--- config.mk ---
export PLATFORM = sky130hd
export DESIGN_NAME = tmx_timer
export DESIGN_NICKNAME = d
export VERILOG_FILES = /design/src/design/tmx_pkg.sv /design/src/design/tmx_pin_if.sv /design/src/design/tmx_timer.sv /design/src/design/tmx_pin_sync.sv
export SDC_FILE = /design/constraint.sdc
export NUM_CORES = 1
export LEC_CHECK = 0
export ABC_AREA = 1
export BUFFER_PORTS_ARGS = -buffer_cell sky130_fd_sc_hd__buf_4
export CORE_AREA = 2 2 84 107
export CTS_CLUSTER_DIAMETER = 80
export CTS_CLUSTER_SIZE = 8
export DETAILED_ROUTE_END_ITERATION = 6
export DIE_AREA = 0 0 86 109
export PLACE_DENSITY = 0.8
export SETUP_SLACK_MARGIN = 0.05
export SYNTH_ARGS = -nofsm -noshare
export SYNTH_HDL_FRONTEND = slang
export SYNTH_SLANG_ARGS = --single-unit
export TNS_END_PERCENT = 1
--- constraint.sdc ---
create_clock -name clk -period 2.34 [get_ports clk]
set_input_delay 0.468 -clock clk [delete_from_list [all_inputs] [get_ports clk]]
set_output_delay 0.468 -clock clk [all_outputs]
set_load 0.02 [all_outputs]
--- src/design/tmx_pkg.sv ---
/*
 * Constants for the external-count timer with shared scaler.
 * Assumes a 25 MHz clk and a plain strobe register port.
 */
`default_nettype none
package tmx_pkg;
	localparam int ADDR_W = 3;
	localparam int DATA_W = 8;
	// Register offsets
	localparam logic [ADDR_W-1:0] REG_COUNT = 3'h0;
	localparam logic [ADDR_W-1:0] REG_OPTION = 3'h1;
	localparam logic [ADDR_W-1:0] REG_INTCTL = 3'h2;
	localparam logic [ADDR_W-1:0] REG_WDCLR = 3'h3;
	localparam logic [ADDR_W-1:0] REG_PORT = 3'h4;
	localparam logic [ADDR_W-1:0] REG_DIR = 3'h5;
	// Option fields
	localparam int OPT_RATIO_LSB = 0;
	localparam int OPT_ASSIGN_BIT = 3;
	localparam logic [3:0] OPTION_RST = 4'hf;
	// Interrupt control fields
	localparam int INT_GIE_BIT = 7;
	localparam int INT_EN_BIT = 5;
	localparam int INT_FLAG_BIT = 2;
	// Port fields
	localparam int PIN_BIT = 4;
	localparam logic PORT_LATCH_RST = 1'b0;
	localparam logic DIR_RST = 1'b1;
	localparam logic [7:0] COUNT_MAX = 8'hff;
	localparam logic [7:0] SCALER_ONE = 8'h01;
	localparam logic [7:0] TAP_BASE = 8'h02;
	localparam logic [DATA_W-1:0] READ_ZERO = 8'h00;
	// Instruction phases, Gray along the cycle
	typedef enum logic [1:0] {
		PH_ONE = 2'h0,
		PH_TWO = 2'h1,
		PH_THREE = 2'h3,
		PH_FOUR = 2'h2
	} tmx_phase_t;
endpackage
`default_nettype wire

--- src/design/tmx_pin_if.sv ---
/*
 * Carries one raw pin level into the synchroniser and its clean level back.
 * Assumes both ends run on the same clk.
 */
`timescale 1ns/1ps
`default_nettype none
interface tmx_pin_if;
	logic raw;
	logic level;
	logic rise;
	modport src (output raw, input level, input rise);
	modport snk (input raw, output level, output rise);
endinterface
`default_nettype wire

--- src/design/tmx_timer.sv ---
/*
 * External-count timer with one 8-bit scaler shared with the watchdog.
 * Assumes a single 25 MHz clk, a strobe register port, and a pad that
 * resolves the open-drain pin from pin_oe.
 */
`timescale 1ns/1ps
`default_nettype none
module tmx_timer #(
	parameter int WDT_BASE_CYCLES = 8192
) (
	// Clock and reset
	input wire logic clk,
	input wire logic rst,
	// Register port
	input wire logic [tmx_pkg::ADDR_W-1:0] reg_addr,
	input wire logic [tmx_pkg::DATA_W-1:0] reg_wdata,
	input wire logic reg_wr,
	input wire logic reg_rd,
	output logic [tmx_pkg::DATA_W-1:0] reg_rdata,
	// Port A pin 4, open drain
	input wire logic port_a_pin4_in,
	output logic port_a_pin4_out,
	output logic port_a_pin4_oe,
	// Events
	output logic timer_irq,
	output logic watchdog_timeout
);
	import tmx_pkg::*;

	tmx_pin_if pin_if ();
	tmx_phase_t phase_q;
	logic [7:0] count_register_q;
	logic [7:0] scaler_q;
	logic [2:0] scaler_ratio_field_q;
	logic scaler_assign_select_q;
	logic overflow_flag_q;
	logic overflow_irq_enable_q;
	logic global_irq_enable_q;
	logic port_latch_q;
	logic port_dir_q;
	logic sampled_q;
	logic [31:0] wdt_base_q;
	logic [DATA_W-1:0] rdata_q;
	logic irq_q;
	logic wdt_timeout_q;
	logic pin_oe_q;
	logic ext_count_input;
	logic on_timer;
	logic scaled_out;
	logic sample_now;
	logic count_inc;
	logic count_wr;
	logic int_wr;
	logic watchdog_clear_instr;
	logic wdt_tick;
	logic scaler_step;
	logic [7:0] tap_mask;
	logic scaler_full;

	assign pin_if.raw = port_a_pin4_in;
	tmx_pin_sync u_sync (
		.clk(clk),
		.rst(rst),
		.pin(pin_if.snk)
	);
	assign ext_count_input = pin_if.level;

	assign on_timer = !scaler_assign_select_q;
	assign count_wr = reg_wr && (reg_addr == REG_COUNT);
	assign int_wr = reg_wr && (reg_addr == REG_INTCTL);
	assign watchdog_clear_instr = reg_wr && (reg_addr == REG_WDCLR);
	assign tap_mask = (TAP_BASE << scaler_ratio_field_q) - SCALER_ONE;
	assign scaler_full = (scaler_q | ~tap_mask) == COUNT_MAX;
	assign wdt_tick = (wdt_base_q == 32'(WDT_BASE_CYCLES - 1));
	assign scaler_step = on_timer ? pin_if.rise : wdt_tick;
	// Tapped scaler bit when scaled, raw clean level otherwise
	assign scaled_out = on_timer ? scaler_q[scaler_ratio_field_q] : ext_count_input;
	assign sample_now = (phase_q == PH_TWO) || (phase_q == PH_FOUR);
	assign count_inc = sample_now && scaled_out && !sampled_q;

	// Instruction phase sequencer
	always_ff @(posedge clk or posedge rst) begin
		if (rst) begin
			phase_q <= PH_ONE;
		end else begin
			unique case (phase_q)
				PH_ONE: phase_q <= PH_TWO;
				PH_TWO: phase_q <= PH_THREE;
				PH_THREE: phase_q <= PH_FOUR;
				PH_FOUR: phase_q <= PH_ONE;
			endcase
		end
	end

	// Edge sampler
	always_ff @(posedge clk or posedge rst) begin
		if (rst) begin
			sampled_q <= 1'b0;
		end else if (sample_now) begin
			sampled_q <= scaled_out;
		end
	end

	// Shared scaler, no register address; its owner's clear write (REG_COUNT or REG_WDCLR) zeroes it
	always_ff @(posedge clk or posedge rst) begin
		if (rst) begin
			scaler_q <= '0;
		end else if (count_wr && on_timer) begin
			scaler_q <= '0;
		end else if (watchdog_clear_instr && !on_timer) begin
			scaler_q <= '0;
		end else if (scaler_step) begin
			scaler_q <= scaler_q + SCALER_ONE;
		end
	end

	// Option bits
	always_ff @(posedge clk or posedge rst) begin
		if (rst) begin
			scaler_assign_select_q <= OPTION_RST[OPT_ASSIGN_BIT];
			scaler_ratio_field_q <= OPTION_RST[OPT_RATIO_LSB +: 3];
		end else if (reg_wr && reg_addr == REG_OPTION) begin
			scaler_assign_select_q <= reg_wdata[OPT_ASSIGN_BIT];
			scaler_ratio_field_q <= reg_wdata[OPT_RATIO_LSB +: 3];
		end
	end

	// Count register
	always_ff @(posedge clk or posedge rst) begin
		if (rst) begin
			count_register_q <= '0;
		end else if (count_wr) begin
			count_register_q <= reg_wdata;
		end else if (count_inc) begin
			count_register_q <= count_register_q + SCALER_ONE;
		end
	end

	// Interrupt control, overflow set wins over a clearing write
	always_ff @(posedge clk or posedge rst) begin
		if (rst) begin
			overflow_flag_q <= 1'b0;
			overflow_irq_enable_q <= 1'b0;
			global_irq_enable_q <= 1'b0;
		end else begin
			if (int_wr) begin
				overflow_irq_enable_q <= reg_wdata[INT_EN_BIT];
				global_irq_enable_q <= reg_wdata[INT_GIE_BIT];
			end
			if (count_inc && !count_wr && count_register_q == COUNT_MAX) begin
				overflow_flag_q <= 1'b1;
			end else if (int_wr) begin
				overflow_flag_q <= reg_wdata[INT_FLAG_BIT];
			end
		end
	end

	always_ff @(posedge clk or posedge rst) begin
		if (rst) begin
			irq_q <= 1'b0;
		end else begin
			irq_q <= overflow_flag_q && overflow_irq_enable_q && global_irq_enable_q;
		end
	end

	// Watchdog base and timeout
	always_ff @(posedge clk or posedge rst) begin
		if (rst) begin
			wdt_base_q <= '0;
			wdt_timeout_q <= 1'b0;
		end else begin
			if (watchdog_clear_instr || wdt_tick) begin
				wdt_base_q <= '0;
			end else begin
				wdt_base_q <= wdt_base_q + 32'h0000_0001;
			end
			wdt_timeout_q <= wdt_tick && !watchdog_clear_instr && (on_timer || scaler_full);
		end
	end

	// Open-drain pin, pulls low only
	always_ff @(posedge clk or posedge rst) begin
		if (rst) begin
			port_latch_q <= PORT_LATCH_RST;
			port_dir_q <= DIR_RST;
			pin_oe_q <= 1'b0;
		end else begin
			if (reg_wr && reg_addr == REG_PORT) begin
				port_latch_q <= reg_wdata[PIN_BIT];
			end
			if (reg_wr && reg_addr == REG_DIR) begin
				port_dir_q <= reg_wdata[PIN_BIT];
			end
			pin_oe_q <= !port_dir_q && !port_latch_q;
		end
	end

	// Read port, one cycle later; scaler has no address
	always_ff @(posedge clk or posedge rst) begin
		if (rst) begin
			rdata_q <= READ_ZERO;
		end else if (reg_rd) begin
			rdata_q <= READ_ZERO;
			unique case (reg_addr)
				REG_COUNT: rdata_q <= count_register_q;
				REG_OPTION: begin
					rdata_q[OPT_ASSIGN_BIT] <= scaler_assign_select_q;
					rdata_q[OPT_RATIO_LSB +: 3] <= scaler_ratio_field_q;
				end
				REG_INTCTL: begin
					rdata_q[INT_GIE_BIT] <= global_irq_enable_q;
					rdata_q[INT_EN_BIT] <= overflow_irq_enable_q;
					rdata_q[INT_FLAG_BIT] <= overflow_flag_q;
				end
				REG_PORT: rdata_q[PIN_BIT] <= ext_count_input;
				REG_DIR: rdata_q[PIN_BIT] <= port_dir_q;
				default: rdata_q <= READ_ZERO;
			endcase
		end else begin
			rdata_q <= READ_ZERO;
		end
	end

	assign reg_rdata = rdata_q;
	assign timer_irq = irq_q;
	assign watchdog_timeout = wdt_timeout_q;
	assign port_a_pin4_oe = pin_oe_q;
	assign port_a_pin4_out = 1'b0;
endmodule
`default_nettype wire

--- src/design/tmx_pin_sync.sv ---
/*
 * Three-stage pin synchroniser with agreement filter and rise pulse.
 * Assumes the raw input is asynchronous to clk.
 */
`timescale 1ns/1ps
`default_nettype none
module tmx_pin_sync (
	// Clock and reset
	input wire logic clk,
	input wire logic rst,
	// Pin path
	tmx_pin_if.snk pin
);
	logic s1_q;
	logic s2_q;
	logic s3_q;
	logic level_q;
	logic rise_q;

	always_ff @(posedge clk or posedge rst) begin
		if (rst) begin
			s1_q <= 1'b0;
			s2_q <= 1'b0;
			s3_q <= 1'b0;
		end else begin
			s1_q <= pin.raw;
			s2_q <= s1_q;
			s3_q <= s2_q;
		end
	end

	// Level moves only when stages two and three agree
	always_ff @(posedge clk or posedge rst) begin
		if (rst) begin
			level_q <= 1'b0;
			rise_q <= 1'b0;
		end else begin
			rise_q <= (s2_q == s3_q) && s3_q && !level_q;
			if (s2_q == s3_q) begin
				level_q <= s3_q;
			end
		end
	end

	assign pin.level = level_q;
	assign pin.rise = rise_q;
endmodule
`default_nettype wire

==> results.cfg, run 1 <==
[finish]
antenna_diodes = 0
fin_util_pct = 57.39
net_count_final = 633
layout_stage_area_growth_over_the_synthesis_result_pct = 13.46
final_layout_size_suffix_gt1_share_pct = 12.03

[route]
met2_length_mm = 5.167
met3WireLength_um = 453
route.detailed.wl_per_inst_um = 13.78
drt_iter0_drc = 165
firstDrtPassIters = 5
total_wirelength_of_the_detailed_routed_design_mm = 9.854
vias_post_dr = 3789
detail_route.wirelength.met1_mm = 3.828
drc_viols = 0
routed.top_layer = met4
viasPerCell = 5.299
ant_nets = 0

[synth]
synth_top_family_by_area = simple AND/OR/NAND/NOR gates
synth.cell_area_um2 = 4257
netlist_instances = 573
yosys-mux-area-fraction_pct = 0.5291
synth.top_cells.by_area = sky130_fd_sc_hd__dfrtp_1 42%, sky130_fd_sc_hd__nand2_1 14%, sky130_fd_sc_hd__nor2_1 8.1%, sky130_fd_sc_hd__inv_1 5.8%, sky130_fd_sc_hd__nand3_1 4.5%
yosys_warnings = 0
post_synth_xor_area_fraction_pct = 4.938
synth-compound-area-share_pct = 4.556
postSynthRegisterBits = 76
synth_adder_area_share_pct = 2.058
post_synth_num_cell_types = 34
synth_net_count = 596
synthesis.area_per_instance_um2 = 7.429
synth_enable_flop_cells = 0
yosysTopAreaCellShare_pct = 41.74
synthDominantAreaCellType = sky130_fd_sc_hd__dfrtp_1
synthSimpleGateAreaFrac_pct = 36.04
synth_async_sr_flop_share_pct = 100.0
yosys_most_used_dff = sky130_fd_sc_hd__dfrtp_1
yosysSeqAreaShare_pct = 44.83

[sta]
final_hold_violation_count = 0
finalSetupViolations = 0
slew_violations = 0
slew-limit-headroom_pct = 53.63
max_slew.worst_pin.slew_ns = 0.6941
fin_ws_ns = 0.3183
fin_tns_setup_ns = 0
hold_slack_ns = 0.1988
final_min_period_over_clock_period_pct = 86.40
worst_case_clock_skew_ns = 0.01104
rsz0062_at_grt = false
layout_min_cycle_time_ns = 2.022
achievable-frequency_mhz = 494.6

[pwr]
total_switching_power_mw = 1.210
ir_worst_vdd_mv = 0.5110
power.share.sequential_pct = 48.0
share_comb_of_total_power_pct = 20.9
p_sw_share_pct = 33.24
p_leak_nw = 2.381
pwrdens_nw_per_um2 = 753.7
intPower_mw = 2.430
clockPowerShare_pct = 31.1

[die]
die-area_um2 = 9374
floorplan_die_width_um = 86
core-area_um2 = 8416
row_count = 38
die_h_um = 109
initial_utilization_pct = 50.58
ioPinCount = 28

[clock_tree]
clock_tree.buffer_depth = 2
post-cts-setup-buffer-count = 0
clkSlewWorstSetupHoldPaths_ns = 0.08
clock-sinks = 76
cts.repair.resized = 0
cts_hold_buf = 0
cts_tree = yes
cts_htree_levels = 3
tritoncts_buffer_count = 9
clock_latency_ns = 0.37
root_buffer = sky130_fd_sc_hd__clkbuf_8

[placement]
gp_routability_congestion = 1.014
port_buffers = 26
post-place-ws_ns = 0.3141
place.detailed.hpwl_mm = 7.543

[critical_path]
worst-setup-path-type = flip-flop to flip-flop
end_kind = flip-flop
startpoint_type = flip-flop
worstPathArrival_ns = 2.28
timing.critical_path.fanout_max = 11
worst_ep_required_time_ns = 2.60

[global_routing]
grt_pass1_wl_mm = 16.82
grt_antenna_before_repair = 0
grt_pass1_vias = 3804
gr-usage-all-layers_pct = 23.08
largest_net_degree_at_the_start_of_global_routing = 31
remaining_global_route_overflow = 0

[run_status]
outcome = finished, final reports clean

[hold_path]
kind_of_path_behind_the_tightest_hold_check = primary input to asynchronous set/reset pin

[job]
drv_cap = 0
sequential cells by signal, indices dropped and copies added, names as in the netlist, 2 cells and up:
signal	flops
reg_rdata	8
scaler_ratio_field_q	3
wdt_base_q	32
count_register_q	8
scaler_q	8
phase_q	2
path summary, 6_finish.rpt:
path | slack [ns] | start | to | cells past startpoint
max reg2reg | 0.32 | wdt_base_q[0] | wdt_base_q[29] | 9
min | 0.20 | rst | wdt_base_q[0] | 2
min in group clk | 0.20 | port_a_pin4_in | u_sync.s1_q | 1
min reg2reg | 0.35 | u_sync.s1_q | u_sync.s2_q | 0
max in group asynchronous | 1.55 | rst | scaler_ratio_field_q[0] | 3
max | 0.32 | wdt_base_q[0] | wdt_base_q[29] | 9
kinds of logic (layout without fill, tap and decap cells):
logic type               Yosys count  after routing
other                              1              1
multiplexers                       2              2
buffers and inverters             73            115
flip-flops                        76             76
AO/OA/AOI/OAI                     36             36
adder cells (fa/ha/maj)            7              7
AND/OR/NAND/NOR                  354            354
XOR/XNOR                          24             24
per-layer routing:
metal | vias up | track usage (%)
met5 | - | 0
met4 | 0 | 12.36
met3 | 33 | 4.921
met2 | 120 | 41.42
met1 | 1750 | 25.25
li1 | 1886 | -
synthesized netlist by cell type, types with 2 or more instances:
cell type	instances
sky130_fd_sc_hd__nand3b_1	3
sky130_fd_sc_hd__nand3_2	6
sky130_fd_sc_hd__or2_2	4
sky130_fd_sc_hd__nor3_1	24
sky130_fd_sc_hd__nand2_1	164
sky130_fd_sc_hd__buf_6	2
sky130_fd_sc_hd__nand4_1	13
sky130_fd_sc_hd__nand2_2	3
sky130_fd_sc_hd__o21ai_0	18
sky130_fd_sc_hd__mux2_2	2
sky130_fd_sc_hd__a21oi_1	12
sky130_fd_sc_hd__inv_1	66
sky130_fd_sc_hd__buf_2	3
sky130_fd_sc_hd__xor2_1	20
sky130_fd_sc_hd__xnor2_1	4
sky130_fd_sc_hd__ha_1	7
sky130_fd_sc_hd__dfstp_2	5
sky130_fd_sc_hd__and3_1	2
sky130_fd_sc_hd__nor2_4	2
sky130_fd_sc_hd__dfrtp_1	71
sky130_fd_sc_hd__nor2_1	92
sky130_fd_sc_hd__nand3_1	38
power by group through the flow:
stage / clock, mW / sequential, mW / combinational, mW
final: 1.13 / 1.75 / 0.762
after global placement: 0 / 1.75 / 0.726
after floorplan: 0 / 1.72 / 0.560
after detailed placement: 0 / 1.76 / 0.762
after CTS: 1.16 / 1.74 / 0.764
after global routing: 1.20 / 1.77 / 0.873
layout make-up:
type | count | area, um^2
Sequential cell | 76 | 1908
Timing Repair Buffer | 32 | 265.3
Tap cell | 100 | 125.1
Inverter | 67 | 255.2
Multi-Input combinational cell | 424 | 2052
Clock buffer | 9 | 123.9
Clock inverter | 7 | 100.1
Fill cell | 791 | 3586
through the flow:
step / area (um^2) / power [mW] / std cells
finish: 4830 / 3.640 / 715
global route: 4830 / 3.845 / 715
CTS: 4830 / 3.660 / 715
detailed placement: 4606 / 2.521 / 699
global placement: 4606 / 2.479 / 699
floorplan: 4260 / 2.280 / 573
cell usage in the layout, fill, tap and decap left out, types with 2 or more instances in the layout:
cell	synthesis	layout
sky130_fd_sc_hd__o21ai_0	18	18
sky130_fd_sc_hd__xnor2_1	4	4
sky130_fd_sc_hd__nand3_1	38	38
sky130_fd_sc_hd__xor2_1	20	20
sky130_fd_sc_hd__and3_1	2	2
sky130_fd_sc_hd__ha_1	7	7
sky130_fd_sc_hd__nand2_1	164	164
sky130_fd_sc_hd__nor3_1	24	24
sky130_fd_sc_hd__nand3_2	6	6
sky130_fd_sc_hd__clkbuf_8	0	9
sky130_fd_sc_hd__nand3b_1	3	3
sky130_fd_sc_hd__nand2_2	3	3
sky130_fd_sc_hd__bufinv_16	0	2
sky130_fd_sc_hd__inv_1	66	65
sky130_fd_sc_hd__nor2_4	2	2
sky130_fd_sc_hd__nand4_1	13	13
sky130_fd_sc_hd__buf_12	0	2
sky130_fd_sc_hd__clkinvlp_4	0	4
sky130_fd_sc_hd__buf_4	1	30
sky130_fd_sc_hd__nor2_1	92	92
sky130_fd_sc_hd__a21oi_1	12	12
sky130_fd_sc_hd__mux2_2	2	2
sky130_fd_sc_hd__or2_2	4	4
sky130_fd_sc_hd__dfrtp_1	71	71
sky130_fd_sc_hd__dfstp_2	5	5
critical path, stage by stage, from the launching register on:
cell and delay (ns):
sky130_fd_sc_hd__dfrtp_1 0.46, sky130_fd_sc_hd__ha_1 0.26, sky130_fd_sc_hd__nand3_2 0.16, sky130_fd_sc_hd__nor2_4 0.15, sky130_fd_sc_hd__nand3_2 0.13, sky130_fd_sc_hd__nor2_4 0.18
sky130_fd_sc_hd__nand2_2 0.10, sky130_fd_sc_hd__nand2_2 0.19, sky130_fd_sc_hd__buf_4 0.22, sky130_fd_sc_hd__nor2_1 0.06
Note: power is estimated with default switching activity, not from simulation.
==> run 2: changes to the inputs <==
--- a/config.mk
+++ b/config.mk
@@ -6,14 +6,15 @@
 export NUM_CORES = 1
 export LEC_CHECK = 0
 export ABC_AREA = 1
-export BUFFER_PORTS_ARGS = -buffer_cell sky130_fd_sc_hd__buf_4
-export CORE_AREA = 2 2 84 107
+export CORE_AREA = 2 2 80 101
 export CTS_CLUSTER_DIAMETER = 80
 export CTS_CLUSTER_SIZE = 8
 export DETAILED_ROUTE_END_ITERATION = 6
-export DIE_AREA = 0 0 86 109
-export PLACE_DENSITY = 0.8
+export DIE_AREA = 0 0 82 103
+export DONT_BUFFER_PORTS = 1
+export PLACE_DENSITY = 0.84
 export SETUP_SLACK_MARGIN = 0.05
+export SKIP_CTS_REPAIR_TIMING = 1
 export SYNTH_ARGS = -nofsm -noshare
 export SYNTH_HDL_FRONTEND = slang
 export SYNTH_SLANG_ARGS = --single-unit
==> run 2 against run 1 <==
Flip-flop and latch count is the same. Clock-buffer cell count grew 1. Power shrank 6.6%. Sequential share of layout area grew 2.3 points. Critical path depth is the same. Register-to-register slack gained 0.12 ns. Sequential power is essentially flat. Maximum frequency grew 6.2%. Via count shrank 1.3%. Global-route usage grew 2.8 points. Highest routed layer unchanged.
==> results.cfg, run 2 (synthesis results as in run 1) <==
[finish]
layout_common_cells = 164 x sky130_fd_sc_hd__nand2_1, 92 x sky130_fd_sc_hd__nor2_1, 71 x sky130_fd_sc_hd__dfrtp_1
net_count_final = 606
antenna_diodes = 0
largest_register = wdt_base_q
final_layout_size_suffix_gt1_share_pct = 7.993
mostFrequentLayoutCell = sky130_fd_sc_hd__nand2_1
largest_register_ff_count = 32
layout_stage_area_growth_over_the_synthesis_result_pct = 7.290

[route]
route.detailed.wl_per_inst_um = 14.27
viasPerCell = 5.473
drt_iter0_drc = 205
vias_post_dr = 3738
drc_viols = 0
total_wirelength_of_the_detailed_routed_design_mm = 9.749
ant_nets = 0
firstDrtPassIters = 5

[sta]
worst_case_clock_skew_ns = 0.009944
slew_violations = 0
slew-limit-headroom_pct = 48.60
final_min_period_over_clock_period_pct = 81.38
fin_ws_ns = 0.4357
fin_tns_setup_ns = 0
final_hold_violation_count = 0
finalSetupViolations = 0
rsz0062_at_grt = false
layout_min_cycle_time_ns = 1.904
achievable-frequency_mhz = 525.1
max_slew.worst_pin.slew_ns = 0.7694

[clock_tree]
tritoncts_buffer_count = 9
cts_tree = yes
cts_htree_levels = 3
clock_latency_ns = 0.36
clkSlewWorstSetupHoldPaths_ns = 0.09
clock_tree.buffer_depth = 2
root_buffer = sky130_fd_sc_hd__clkbuf_8
clock-sinks = 76

[critical_path]
worstPathArrival_ns = 2.20
worst_ep_required_time_ns = 2.64
timing.critical_path.fanout_max = 10
worst-setup-path-type = flip-flop to flip-flop
end_kind = flip-flop
startpoint_type = flip-flop

[run_status]
outcome = finished, final reports clean

[pwr]
pwrdens_nw_per_um2 = 744.7
clockPowerShare_pct = 28.0
p_sw_share_pct = 34.95
total_switching_power_mw = 1.189
p_leak_nw = 2.235
power.share.sequential_pct = 51.7
share_comb_of_total_power_pct = 20.3
ir_worst_vdd_mv = 0.5496
intPower_mw = 2.212

[global_routing]
grt_pass1_wl_mm = 16.64
grt_pass1_vias = 3750
largest_net_degree_at_the_start_of_global_routing = 42
gr-usage-all-layers_pct = 25.87
grt_antenna_before_repair = 0
remaining_global_route_overflow = 0

[placement]
place.detailed.hpwl_mm = 7.290
post-place-ws_ns = 0.4597
port_buffers = 0
gp_routability_congestion = 0.9874

[job]
drv_cap = 0

[hold_path]
kind_of_path_behind_the_tightest_hold_check = primary input to asynchronous set/reset pin

[die]
die_h_um = 103
row_count = 36
initial_utilization_pct = 56.25
floorplan_die_width_um = 82
die-area_um2 = 8446
ioPinCount = 28
core-area_um2 = 7567
## run 2: changes by cell type in the layout (fill, tap and decap cells not counted)
cell                         change
sky130_fd_sc_hd__clkinvlp_4      -3
sky130_fd_sc_hd__buf_4          -26
sky130_fd_sc_hd__clkinv_2        +2
sky130_fd_sc_hd__buf_12          -1
sky130_fd_sc_hd__bufinv_16       -2
sky130_fd_sc_hd__clkbuf_8        +1
sky130_fd_sc_hd__inv_6           +2
## run 2: final timing paths
kind	from	depth (start not counted)	endpoint	slack, ns
min reg2reg	u_sync.s1_q	0	u_sync.s2_q	0.36
max	wdt_base_q[0]	9	scaler_q[3]	0.44
min	rst	1	port_a_pin4_oe	0.1
max reg2reg	wdt_base_q[0]	9	scaler_q[3]	0.44
max in group asynchronous	rst	2	scaler_q[0]	1.58
min in group clk	port_a_pin4_in	0	u_sync.s1_q	0.13
## run 2: worst max-delay path: stages, from the launching register on
cell and delay (ns):
sky130_fd_sc_hd__dfrtp_1 0.43, sky130_fd_sc_hd__ha_1 0.25, sky130_fd_sc_hd__nand3_2 0.16, sky130_fd_sc_hd__nor2_4 0.16
sky130_fd_sc_hd__nand3_2 0.12, sky130_fd_sc_hd__nor2_4 0.16, sky130_fd_sc_hd__nand3_2 0.22, sky130_fd_sc_hd__nand3_2 0.20
sky130_fd_sc_hd__nand2_1 0.07, sky130_fd_sc_hd__nand2_1 0.06
## run 2: stage by stage
step	hold slack, ns	cells	power (mW)	util [%]	area (um^2)
after global routing	0.1142	683	3.620	60.35	4567
after floorplan	0.3312	573	2.280	-	4260
after global placement	0.3341	667	2.418	57.94	4384
after detailed placement	0.3484	667	2.458	57.94	4384
after CTS	0.1051	683	3.409	60.35	4567
final	0.09947	683	3.401	60.35	4567
## run 2: layout make-up
| cell class | count | area, um^2 |
|---|---|---|
| inverter | 67 | 255.2 |
| clock inverter | 6 | 45.04 |
| fill | 672 | 3000 |
| clock buffer | 10 | 137.6 |
| sequential | 76 | 1908 |
| multi-input combinational | 424 | 2052 |
| tap | 95 | 118.9 |
| timing repair buffer | 5 | 50.05 |
## run 2: layer usage
metal | wire length, um | GRT usage (%)
met5 | 0 | 0
met4 | 470 | 16.28
met3 | 390 | 3.590
met2 | 4960 | 44.28
met1 | 3927 | 30.23
## run 2: power groups by stage
stage / Sequential [mW] / Clock, mW / Combinational [mW]
finish: 1.76 / 0.952 / 0.691
floorplan: 1.72 / 0 / 0.560
detailed placement: 1.77 / 0 / 0.685
global placement: 1.77 / 0 / 0.650
global route: 1.79 / 1.02 / 0.808
CTS: 1.75 / 0.965 / 0.689
==> run 3: changes to the inputs <==
--- a/config.mk
+++ b/config.mk
@@ -6,13 +6,13 @@
 export NUM_CORES = 1
 export LEC_CHECK = 0
 export ABC_AREA = 1
-export CORE_AREA = 2 2 80 101
+export CORE_AREA = 2 2 79 100
 export CTS_CLUSTER_DIAMETER = 80
 export CTS_CLUSTER_SIZE = 8
 export DETAILED_ROUTE_END_ITERATION = 6
-export DIE_AREA = 0 0 82 103
+export DIE_AREA = 0 0 81 102
 export DONT_BUFFER_PORTS = 1
-export PLACE_DENSITY = 0.84
+export PLACE_DENSITY = 0.83
 export SETUP_SLACK_MARGIN = 0.05
 export SKIP_CTS_REPAIR_TIMING = 1
 export SYNTH_ARGS = -nofsm -noshare
==> constraint.sdc (replaced) <==
create_clock -name clk -period 1.9 [get_ports clk]
set_input_delay 0.38 -clock clk [delete_from_list [all_inputs] [get_ports clk]]
set_output_delay 0.38 -clock clk [all_outputs]
set_load 0.02 [all_outputs]
==> run 3 against run 2 <==
Maximum frequency is 8.1% higher. Worst setup slack worse by 0.30 ns. Clock power is 37% higher. Clock skew is 0.0058 ns higher. Non-clock buffer count is 8 higher. Sequential power is 23% higher. Power is 28% higher. Largest power group unchanged.
==> results.cfg, run 3 (synthesis results as in run 1) <==
[pwr]
finalPower_mw = 4.347
clockPowerShare_pct = 30.0
power.share.sequential_pct = 49.9
share_comb_of_total_power_pct = 20.1
pwrdens_nw_per_um2 = 926.8
p_sw_share_pct = 33.59
p_leak_nw = 2.291
ir_worst_vdd_mv = 0.8333
intPower_mw = 2.887
total_switching_power_mw = 1.460

[finish]
nFillCells = 660
layout_common_cells = 164 x sky130_fd_sc_hd__nand2_1, 92 x sky130_fd_sc_hd__nor2_1, 71 x sky130_fd_sc_hd__dfrtp_1
largest_register = wdt_base_q
post_layout_nonfiller_instances = 688
mostFrequentLayoutCell = sky130_fd_sc_hd__nand2_1
finalInstanceArea_um2 = 4691
antenna_diodes = 0
largest_register_ff_count = 32
final_layout_size_suffix_gt1_share_pct = 9.396
layout_stage_area_growth_over_the_synthesis_result_pct = 10.20
fin_util_pct = 64.53
net_count_final = 614

[critical_path]
worstPathArrival_ns = 2.02
worst-r2r-cell-count = 9
r2r-start = wdt_base_q[1]
worst_ep_required_time_ns = 2.15
worst-setup-path-type = flip-flop to flip-flop
timing.critical_path.fanout_max = 14
startpoint_type = flip-flop
rr_endpoint = wdt_base_q[9]
end_kind = flip-flop
worst_setup_path_startpoint = wdt_base_q[1]
register_to_register_setup_slack_ns = 0.14

[clock_tree]
clock_latency_ns = 0.36
clock_tree.buffer_depth = 2
clock-sinks = 76
cts_htree_levels = 3
root_buffer = sky130_fd_sc_hd__clkbuf_8
cts_tree = yes
clkSlewWorstSetupHoldPaths_ns = 0.09
tritoncts_buffer_count = 9

[placement]
placed_cell_count = 669
post-place-ws_ns = 0.08640
gp_routability_congestion = 0.9495
placedInstanceArea_um2 = 4418
place.detailed.hpwl_mm = 7.250
port_buffers = 0

[sta]
final_hold_violation_count = 0
slew-limit-headroom_pct = 64.94
fin_tns_setup_ns = 0
slew_violations = 0
hold_slack_ns = 0.001727
worst_case_clock_skew_ns = 0.01573
max_slew.worst_pin.slew_ns = 0.5258
finalSetupViolations = 0
achievable-frequency_mhz = 567.8
rsz0062_at_grt = false
fin_ws_ns = 0.1390
final_min_period_over_clock_period_pct = 92.69
layout_min_cycle_time_ns = 1.761

[die]
floorplan_die_width_um = 81
die_h_um = 102
ioPinCount = 28
die-area_um2 = 8262
initial_utilization_pct = 58.55
row_count = 35
core-area_um2 = 7269

[route]
viasPerCell = 5.406
drt_iter0_drc = 168
routed.top_layer = met4
route.detailed.wl_per_inst_um = 14.18
vias_post_dr = 3719
total_wirelength_of_the_detailed_routed_design_mm = 9.758
detail_route.wirelength.met1_mm = 3.903
met2_length_mm = 5.039
met3WireLength_um = 325
ant_nets = 0
firstDrtPassIters = 5
drc_viols = 0

[run_status]
outcome = finished, final reports clean

[global_routing]
remaining_global_route_overflow = 0
grt_antenna_before_repair = 0
grt_pass1_wl_mm = 16.44
largest_net_degree_at_the_start_of_global_routing = 43
gr-usage-all-layers_pct = 25.96
grt_pass1_vias = 3700

[hold_path]
kind_of_path_behind_the_tightest_hold_check = primary input to asynchronous set/reset pin

[job]
drv_cap = 0
-- run 3: changes by cell type in the layout (fill, tap and decap cells not counted), sizes merged --
cell	previous run	this run
buf	5	12
bufinv	0	1
clkbuf	10	11
inv	69	68
-- run 3: layout make-up --
type	count	area, um^2	share of cell area [%]
flip-flops and latches	76	1908	40.68
clock buffers	10	137.6	2.934
multi-input cells	424	2077	44.28
well taps	92	115.1	2.454
clock inverters	6	70.07	1.494
repair buffers	13	127.6	2.721
inverters	67	255.2	5.441
-- run 3: critical path: stages, from the launching register on --
cell                        delay (ns)
sky130_fd_sc_hd__dfrtp_1          0.41
sky130_fd_sc_hd__ha_4             0.17
sky130_fd_sc_hd__nand3_2          0.13
sky130_fd_sc_hd__nor2_4           0.14
sky130_fd_sc_hd__nand3_2          0.12
sky130_fd_sc_hd__nor2_4           0.21
sky130_fd_sc_hd__nand2_2          0.11
sky130_fd_sc_hd__nand2_4          0.12
sky130_fd_sc_hd__clkbuf_16        0.17
sky130_fd_sc_hd__nor2_1           0.05
-- run 3: power groups by stage --
stage	Clock (mW)	Sequential [mW]	Combinational (mW)
6_report	1.30	2.17	0.876
5_1_grt	1.39	2.20	1.03
4_1_cts	1.32	2.15	0.864
3_5_place_dp	0	2.18	0.861
3_3_place_gp	0	2.17	0.821
2_1_floorplan	0	2.12	0.689
-- run 3: worst max-delay path by stage --
stage                           to  slack [ns]  depth (start not counted)
finish               wdt_base_q[9]        0.14                          9
floorplan           wdt_base_q[27]        0.25                         10
global route         wdt_base_q[6]        0.05                          9
global placement       scaler_q[2]        0.21                          9
detailed placement     scaler_q[5]        0.09                          9
CTS                    scaler_q[5]        0.04                          9
-- run 3: metal layers --
metal	vias to the layer above	track usage, %
met5	-	0
met4	0	16.43
met3	37	4.240
met2	93	45.77
met1	1738	28.77
li1	1851	-
